--- src/common/wdopt_pkg.sv ---
package wdopt_pkg;
    // Register map: service port shares the reset-vector low byte location
    localparam logic [15:0] WDOPT_SERVICE_ADDR = 16'hFFFF;
    localparam logic [15:0] WDOPT_OPT2_ADDR    = 16'h001E;
    localparam logic [15:0] WDOPT_OPT1_ADDR    = 16'h001F;
    localparam logic [7:0]  WDOPT_OPT_RESET    = 8'h00;
    localparam logic [7:0]  WDOPT_RDATA_IDLE   = 8'h00;

    // Option register 2 field positions
    localparam int WDOPT_OSC_STOP_BIT   = 1;
    localparam int WDOPT_SERIAL_SRC_BIT = 0;
    localparam int WDOPT_OPT2_USED      = 2;

    // Option register 1 field positions
    localparam int WDOPT_RATE_BIT      = 7;
    localparam int WDOPT_MON_STOP_BIT  = 6;
    localparam int WDOPT_MON_RSTD_BIT  = 5;
    localparam int WDOPT_MON_PWRD_BIT  = 4;
    localparam int WDOPT_RANGE_BIT     = 3;
    localparam int WDOPT_SHORT_REC_BIT = 2;
    localparam int WDOPT_STOP_OK_BIT   = 1;
    localparam int WDOPT_WDT_DIS_BIT   = 0;

    // Counter structure
    localparam int WDOPT_PRESC_W   = 12;
    localparam int WDOPT_MAIN_W    = 6;
    localparam int WDOPT_FAST_TAP  = 7;
    localparam int WDOPT_KEEP_LOW  = 4;
    localparam logic [11:0] WDOPT_EARLY = 12'h010;

    // Timing counts in crystal clock cycles (clk period 25 ns)
    localparam int WDOPT_CLK_PERIOD_NS = 25;
    localparam int WDOPT_FAST_TIMEOUT  = 8176;
    localparam int WDOPT_SLOW_TIMEOUT  = 262128;
    localparam logic [5:0]  WDOPT_RST_PULSE_CYC = 6'h20;
    localparam logic [12:0] WDOPT_SHORT_REC_CYC = 13'h0020;
    localparam logic [12:0] WDOPT_LONG_REC_CYC  = 13'h1000;
    localparam logic [12:0] WDOPT_POR_CLR_CYC   = 13'h1000;

    typedef struct packed {
        logic [15:0] addr;
        logic [7:0]  wdata;
        logic        wr;
        logic        rd;
    } wdopt_bus_t;

    typedef struct packed {
        logic oscInStop;
        logic serialClkSel;
        logic monInStop;
        logic monResetDisable;
        logic monPowerDown;
        logic supplyFiveVolt;
    } wdopt_opts_t;

    typedef enum logic [1:0] {WDOPT_RUN, WDOPT_STOP, WDOPT_RECOVER} wdopt_state_t;
endpackage

--- src/design/wdopt_core.sv ---
`timescale 1ns/1ps
module wdopt_core
    import wdopt_pkg::*;
(
    input  wire logic        clk,
    input  wire logic        nrst,
    input  wire logic        porN,
    input  wire wdopt_bus_t  bus,
    output logic [7:0]       rdata,
    input  wire logic [7:0]  resetVecLow,
    input  wire logic        vectorFetch,
    input  wire logic        stopReq,
    input  wire logic        wakeIrq,
    input  wire logic        wakeRstPin,
    input  wire logic        monitorEnter,
    input  wire logic        breakActive,
    input  wire logic        vtstIrqPin,
    input  wire logic        vtstRstPin,
    output logic             rstPinOut,
    output logic             rstPinOe,
    output logic             wdtCause,
    output logic             illegalStopRst,
    output logic             stopMode,
    output logic             stopExit,
    output wdopt_opts_t      opts
);

    // Position within one prescaler period for the selected rate
    function automatic logic [11:0] periodPos(input logic [11:0] p, input logic fast);
        periodPos = fast ? {5'h00, p[WDOPT_FAST_TAP-1:0]} : p;
    endfunction

    function automatic logic [11:0] periodLast(input logic fast);
        periodLast = fast ? 12'h07F : 12'hFFF;
    endfunction

    logic [1:0]           porSync;
    logic [1:0]           vIrqSync;
    logic [1:0]           vRstSync;
    logic [11:0]          presc;
    logic [5:0]           mainCnt;
    logic [5:0]           pulseCnt;
    logic [12:0]          porCnt;
    logic [12:0]          recCnt;
    logic [7:0]           opt1;
    logic [7:0]           opt2;
    logic                 rangeBit;
    logic                 written1;
    logic                 written2;
    logic                 rangeWritten;
    logic                 monIrqHold;
    logic                 monBlank;
    wdopt_state_t         state;
    wdopt_state_t         next_state;
    logic [11:0]          next_presc;
    logic [5:0]           next_main;
    logic [12:0]          next_rec;
    logic [7:0]           opt1Read;

    // Pins from outside the clock domain pass two flops first
    always_ff @(posedge clk) begin
        porSync  <= {porSync[0], porN};
        vIrqSync <= {vIrqSync[0], vtstIrqPin};
        vRstSync <= {vRstSync[0], vtstRstPin};
    end

    wire porActive = ~porSync[1];
    wire vIrq      = vIrqSync[1];
    wire vRst      = vRstSync[1];
    wire intRst    = ~nrst | porActive;

    // Address decode shared by writes and reads
    wire hitSvc  = bus.addr == WDOPT_SERVICE_ADDR;
    wire hitOpt1 = bus.addr == WDOPT_OPT1_ADDR;
    wire hitOpt2 = bus.addr == WDOPT_OPT2_ADDR;
    wire service = bus.wr & hitSvc;
    wire wrOpt1  = bus.wr & hitOpt1;
    wire wrOpt2  = bus.wr & hitOpt2;

    // Run condition; wait mode has no input here, so the count goes on through it
    wire fastRate   = opt1[WDOPT_RATE_BIT];
    wire stopOk     = opt1[WDOPT_STOP_OK_BIT];
    wire shortRec   = opt1[WDOPT_SHORT_REC_BIT];
    wire breakHold  = breakActive & vRst;
    wire stopGo     = (state == WDOPT_RUN) & stopReq & stopOk;
    wire wdtRun     = ~opt1[WDOPT_WDT_DIS_BIT] & ~monIrqHold & ~monBlank & ~breakHold
                      & (state == WDOPT_RUN) & ~stopGo & ~intRst;
    wire porClrFire = porCnt == 13'h0001;

    // Tick at the end of each prescaler period; overflow lands a fixed lead before rollover
    wire [11:0] pos  = periodPos(presc, fastRate);
    wire tick        = wdtRun & (pos == periodLast(fastRate));
    wire overflow    = wdtRun & ~service & (mainCnt == 6'h3F)
                       & (pos == periodLast(fastRate) - WDOPT_EARLY);
    wire prescClear  = intRst | porClrFire | vectorFetch | (state != WDOPT_RUN) | stopGo;

    // Prescaler: service clears all but the low four stages, so the period phase restarts within 16 cycles
    always_comb begin
        if (prescClear) begin
            next_presc = '0;
        end else if (service) begin
            next_presc = {{(WDOPT_PRESC_W-WDOPT_KEEP_LOW){1'b0}}, presc[WDOPT_KEEP_LOW-1:0]};
        end else if (wdtRun) begin
            next_presc = presc + 12'h001;
        end else begin
            next_presc = presc;
        end
    end

    assign next_main = (intRst | service) ? 6'h00 : (tick ? mainCnt + 6'h01 : mainCnt);

    always_ff @(posedge clk) begin
        presc   <= next_presc;
        mainCnt <= next_main;
    end

    // Reset pulse survives the system reset it causes; only power-on cuts it
    always_ff @(posedge clk) begin
        if (porActive) begin
            pulseCnt <= 6'h00;
            wdtCause <= 1'b0;
        end else begin
            pulseCnt <= overflow ? WDOPT_RST_PULSE_CYC : (pulseCnt != 6'h00 ? pulseCnt - 6'h01 : 6'h00);
            wdtCause <= overflow;
        end
    end

    // Open-drain reset pin only ever pulls low; no interrupt path exists
    assign rstPinOut = 1'b0;
    assign rstPinOe  = pulseCnt != 6'h00;

    // Power-on delay counter for the late prescaler clear
    always_ff @(posedge clk) begin
        if (porActive) begin
            porCnt <= WDOPT_POR_CLR_CYC;
        end else if (porCnt != 13'h0000) begin
            porCnt <= porCnt - 13'h0001;
        end
    end

    // Monitor holds: set wins over the release in the same cycle
    always_ff @(posedge clk) begin
        if (porActive) begin
            monIrqHold <= 1'b0;
            monBlank   <= 1'b0;
        end else begin
            monIrqHold <= (monitorEnter & vIrq) | (monIrqHold & (vIrq | vRst));
            monBlank   <= (monitorEnter & ~vIrq) | monBlank;
        end
    end

    // Option latches: one write per reset, the range bit is re-armed only at power-on
    always_ff @(posedge clk) begin
        if (intRst) begin
            opt1     <= WDOPT_OPT_RESET;
            opt2     <= WDOPT_OPT_RESET;
            written1 <= 1'b0;
            written2 <= 1'b0;
        end else begin
            if (wrOpt1 & ~written1) begin
                opt1     <= bus.wdata;
                written1 <= 1'b1;
            end
            if (wrOpt2 & ~written2) begin
                opt2     <= {{(8-WDOPT_OPT2_USED){1'b0}}, bus.wdata[WDOPT_OPT2_USED-1:0]};
                written2 <= 1'b1;
            end
        end
    end

    always_ff @(posedge clk) begin
        if (porActive) begin
            rangeBit     <= 1'b0;
            rangeWritten <= 1'b0;
        end else if (wrOpt1 & ~rangeWritten) begin
            rangeBit     <= bus.wdata[WDOPT_RANGE_BIT];
            rangeWritten <= 1'b1;
        end
    end

    // Range bit readback comes from its own latch, not the shared register
    always_comb begin
        opt1Read                  = opt1;
        opt1Read[WDOPT_RANGE_BIT] = rangeBit;
    end

    // Read data valid only in the cycle after the strobe
    always_ff @(posedge clk) begin
        if (!nrst || !bus.rd) begin
            rdata <= WDOPT_RDATA_IDLE;
        end else if (hitSvc) begin
            rdata <= resetVecLow;
        end else if (hitOpt1) begin
            rdata <= opt1Read;
        end else if (hitOpt2) begin
            rdata <= opt2;
        end else begin
            rdata <= WDOPT_RDATA_IDLE;
        end
    end

    // Option outputs to oscillator, serial and low-voltage monitor
    assign opts.oscInStop       = opt2[WDOPT_OSC_STOP_BIT];
    assign opts.serialClkSel    = opt2[WDOPT_SERIAL_SRC_BIT];
    assign opts.monInStop       = opt1[WDOPT_MON_STOP_BIT] & ~opt1[WDOPT_MON_PWRD_BIT];
    assign opts.monResetDisable = opt1[WDOPT_MON_RSTD_BIT];
    assign opts.monPowerDown    = opt1[WDOPT_MON_PWRD_BIT];
    assign opts.supplyFiveVolt  = rangeBit;

    // Stop sequencer; a reset-pin wake forces the long delay regardless of the option
    always_comb begin
        next_state = state;
        next_rec   = recCnt;
        case (state)
            WDOPT_RUN: begin
                if (stopGo) begin
                    next_state = WDOPT_STOP;
                end
            end
            WDOPT_STOP: begin
                if (wakeRstPin) begin
                    next_state = WDOPT_RECOVER;
                    next_rec   = WDOPT_LONG_REC_CYC;
                end else if (wakeIrq) begin
                    next_state = WDOPT_RECOVER;
                    next_rec   = shortRec ? WDOPT_SHORT_REC_CYC : WDOPT_LONG_REC_CYC;
                end
            end
            WDOPT_RECOVER: begin
                next_rec = recCnt - 13'h0001;
                if (recCnt == 13'h0001) begin
                    next_state = WDOPT_RUN;
                end
            end
            default: begin
                next_state = WDOPT_RUN;
            end
        endcase
    end

    // Stop state is kept across ordinary resets so a reset-pin wake finishes its delay
    always_ff @(posedge clk) begin
        if (porActive) begin
            state          <= WDOPT_RUN;
            recCnt         <= 13'h0000;
            stopExit       <= 1'b0;
            illegalStopRst <= 1'b0;
        end else begin
            state          <= next_state;
            recCnt         <= next_rec;
            stopExit       <= (state == WDOPT_RECOVER) & (recCnt == 13'h0001);
            illegalStopRst <= (state == WDOPT_RUN) & stopReq & ~stopOk;
        end
    end

    assign stopMode = state != WDOPT_RUN;

    // Helper: cycles since a phase-aligned service, valid while counting uninterrupted
    logic [18:0] sinceSvc;
    logic        exact;
    always_ff @(posedge clk) begin
        if (intRst) begin
            sinceSvc <= '0;
            exact    <= 1'b0;
        end else if (service) begin
            sinceSvc <= '0;
            exact    <= presc[WDOPT_KEEP_LOW-1:0] == '0;
        end else begin
            sinceSvc <= sinceSvc + 19'h00001;
            exact    <= exact & wdtRun & ~prescClear;
        end
    end
endmodule

--- config.mk ---
export PLATFORM = sky130hd
export DESIGN_NAME = wdopt_core
export DESIGN_NICKNAME = d
export VERILOG_FILES = /design/src/common/wdopt_pkg.sv /design/src/design/wdopt_core.sv
export SDC_FILE = /design/constraint.sdc
export NUM_CORES = 1
export LEC_CHECK = 0
export BUFFER_PORTS_ARGS = -buffer_cell sky130_fd_sc_hd__buf_2
export CAP_MARGIN = 20
export CORE_ASPECT_RATIO = 1.4
export CORE_UTILIZATION = 50
export CTS_CLUSTER_SIZE = 40
export DETAILED_ROUTE_END_ITERATION = 8
export GPL_ROUTABILITY_DRIVEN = 0
export GPL_TIMING_DRIVEN = 1
export PLACE_DENSITY = 0.72
export SYNTH_ARGS = -nofsm -noshare
export SYNTH_HDL_FRONTEND = slang
export SYNTH_SLANG_ARGS = --single-unit
--- constraint.sdc ---
create_clock -name clk -period 6.2 [get_ports clk]
set_input_delay 0.62 -clock clk [delete_from_list [all_inputs] [get_ports clk]]
set_output_delay 0.62 -clock clk [all_outputs]
set_load 0.1 [all_outputs]
==> out/metrics.cfg <==
[cts]
cts_tree = done
clockBufferDepth = 2
cts.root.buffer_cell = clkbuf_8
resized_cells_post_cts = 0
clkSlewWorstSetupHoldPaths_ns = 0.08
post_cts_hold_buffer_count = 0
cts_htree_levels = 3
numCtsBuffers = 9
worst_skew_pair.late_latency_ns = 0.36
cts_sinks = 84
postCtsSetupBuffers = 0

[yosys]
synthTopCellsByArea = dfxtp_1, nor2_1, xnor2_1, mux2i_1, and2_1
synth.lib_cells_used.distinct = 53
yosysTopAreaCell = dfxtp_1
edff_count_synth = 0
mappedNetlistNets = 469
synth_largest_type_area_fraction_pct = 44.87
yosys_warnings = 0
post_synth_inst_count = 416
synthesis.area_um2 = 3747
avg_inst_size_synth_um2 = 9.008
synth_ff_type = dfxtp_1
async_reset_ff_share_pct = 0
synth.yosys.seq_area_share_pct = 44.87
ffs_latches_synth = 84

[floorplanning]
die_area_um2 = 7849
design.portCount = 65
floorplan.initialDensity_pct = 51.23
dieHeight_um = 104.4
design.core.area_um2 = 7315
die_width_um = 75.17
num_rows = 37

[worst_setup_path]
cp_cell_sequence = buf_2, a2111oi_0, nand3_1, a21oi_1, a31o_2, nor2_1
timing.critical_path.from = breakActive
reg2reg_to = pulseCnt[2]
critPathCaptureType = flop
timing.critical_path.fanout_max = 12
arrival_time_reported_for_the_critical_path_endpoint_ns = 2.59
timing.setup.critical_path_class = primary input to flop
critical_path.max_stage_delay_ns = 0.59
timing.critical_path.to = pulseCnt[2]
startpoint_type = primary input
worstSetupPathDepth = 6
worstPathRequired_ns = 6.45
worst-r2r-cell-count = 5
r2r_slack_ns = 3.87
critical_path.slowest_cell = a2111oi_0
reg2reg_from = vRstSync[1]
critical-path-top-delay-family = compound AO/OA/AOI/OAI gates
critical_path_buffer_and_inverter_count = 1

[timing]
worstMarginPinSlew_ns = 0.6544
setup_total_negative_slack_ns = 0
period_minus_slack_ns = 2.341
finalSetupViolCount = 0
finalCritPeriodShare_pct = 37.75
final-hold-violation-count = 0
final_max_slew_viol_count = 0
rsz0062_at_grt = false
max_freq_ghz = 0.4273
final.setup_skew_ns = 0.009438
relSlewSlack_pct = 55.24

[final_layout]
number_of_inserted_filler_cells_in_the_final_layout = 672
drive_gt1_share_pct = 18.75
area_growth_syn_to_layout_pct = 15.29
antenna_cells = 0
net_count_final = 528
final_cell_area_um2 = 4320

[routing]
drt_drc_violations_left = 0
viasPerCell = 5.426
route.detailed.wl_per_inst_um = 13.24
pre_repair_dr_iteration_count = 5
drtIter0Drc = 144
num_vias = 3131
route.final.wire_length_um = 7641
drtAntennaViolNets = 0

[worst_hold_path]
worstHoldStart = vRstSync[0]
worstHoldPathType = flop to flop

[power_and_ir_drop]
peakVddDrop_mv = 0.2950
leakage_nw = 1.730
p_per_area_nw_per_um2 = 269.1

[global_routing]
grt_util_all_layers_pct = 21.78
grt_pass1_wl_um = 13280
antenna_found_initial = 0
overflow = 0
number_of_global_route_vias_before_repair = 3056
grt_start_max_net_pins = 40

[placed_design]
hpwl_um = 5553
placed_cell_area_um2 = 4121
port_buffer_count = 63

[flow_run]
max-cap-violations = 0

[run_status]
outcome = complete, no violations

## cell usage after synthesis (4+ instances only)
| cell type | count |
|---|---|
| dfxtp_1 | 84 |
| nor2_1 | 56 |
| nand2_1 | 30 |
| xnor2_1 | 23 |
| and2_1 | 20 |
| mux2i_1 | 18 |
| nand3_1 | 15 |
| nand4_1 | 12 |
| clkbuf_1 | 11 |
| nor4_1 | 11 |
| nor3_1 | 10 |
| inv_1 | 9 |
| o21ai_0 | 9 |
| and3_1 | 8 |
| ha_1 | 8 |
| xor2_1 | 8 |
| a21oi_1 | 7 |
| nor2b_1 | 7 |
| a22oi_1 | 6 |
| nor3b_1 | 6 |
| buf_4 | 4 |
## layer usage
metal	global-route usage, %	vias up	wire [um]
li1	-	1579	-
met4	9.921	0	134
met2	35.59	90	3684
met3	6.686	8	435
met5	0	-	0
met1	25.51	1454	3386
## report_power, final
| part | total [mW] | switching, mW | internal, mW | leakage (nW) |
|---|---|---|---|---|
| clock network | 0.391 | 0.203 | 0.188 | 0.0923 |
| logic | 0.176 | 0.0909 | 0.0856 | 0.956 |
| registers | 0.596 | 0.0265 | 0.569 | 0.682 |
## layout by cell type (no fill, tap or decap), types with 2 or more instances in the layout
| master | instances |
|---|---|
| a211oi_1 | 3 |
| a21boi_0 | 2 |
| a21oi_1 | 7 |
| a221oi_1 | 3 |
| a22oi_1 | 6 |
| and2_1 | 20 |
| and3_1 | 8 |
| and4_1 | 3 |
| buf_2 | 63 |
| buf_4 | 3 |
| clkbuf_8 | 9 |
| clkinvlp_4 | 3 |
| dfxtp_1 | 84 |
| ha_1 | 8 |
| inv_1 | 9 |
| inv_6 | 2 |
| mux2i_1 | 18 |
| nand2_1 | 30 |
| nand2b_1 | 3 |
| nand3_1 | 15 |
| nand3b_1 | 3 |
| nand4_1 | 12 |
| nand4b_1 | 3 |
| nor2_1 | 56 |
| nor2b_1 | 7 |
| nor3_1 | 10 |
| nor3b_1 | 6 |
| nor4_1 | 11 |
| nor4b_1 | 3 |
| o21a_1 | 2 |
| o21ai_0 | 9 |
| o311ai_0 | 2 |
| or2_2 | 2 |
| or3_1 | 3 |
| or4_4 | 3 |
| xnor2_1 | 23 |
| xor2_1 | 8 |
## per-stage QoR
step                      std cells  setup WS [ns]  hold WS [ns]  total power [mW]  util (%)
after floorplan                 416          3.900        0.3096            0.7407         -
after global placement          561          3.441        0.3100            0.7801     56.35
after detailed placement        561          3.449        0.3171            0.7836     56.35
after CTS                       577          3.806        0.3357             1.177     59.07
after global routing            577          3.609        0.3278             1.227     59.07
final                           577          3.859        0.3348             1.163     59.07
## flip-flops by register name, indices dropped and copies added (netlist names)
name            cells
monBlank            1
rdata               8
rangeWritten        1
rangeBit            1
pulseCnt            6
vRstSync            2
recCnt             13
monIrqHold          1
written2            1
opt2                2
vIrqSync            2
presc              12
opt1                7
illegalStopRst      1
written1            1
wdtCause            1
mainCnt             6
porCnt             13
porSync             2
state               2
stopExit            1
## area by class of cell
class	count	area [um^2]	area share (%)
Clock inverter	7	75.07	1.738
Multi-Input combinational cell	305	1947	45.06
Sequential cell	84	1682	38.92
Tap cell	97	121.4	2.809
Clock buffer	9	123.9	2.867
Timing Repair Buffer	66	337.8	7.819
Inverter	9	33.78	0.7819
## logic make-up (layout without fill, tap and decap cells)
kind of cell               count (synthesis)  count (layout)  synth area share (%)
adders and majority gates                  8               8                 2.671
xor gates and xnor gates                  31              31                 7.245
muxes                                     18              18                 4.808
DFF                                       84              84                 44.87
other                                      1               1                0.1001
buffers and inverters                     27              91                 3.172
and+or+nand+nor                          203             203                 28.92
AOI/OAI and AO/OA                         44              44                 8.214
## worst min-delay path by stage
stage | to | cells past startpoint
finish | vRstSync[1] | 0
global route | vIrqSync[0] | 1
CTS | vIrqSync[0] | 1
detailed placement | porSync[1] | 0
global placement | vRstSync[1] | 0
floorplan | porSync[1] | 0
Note: power is estimated with default switching activity, not from simulation.
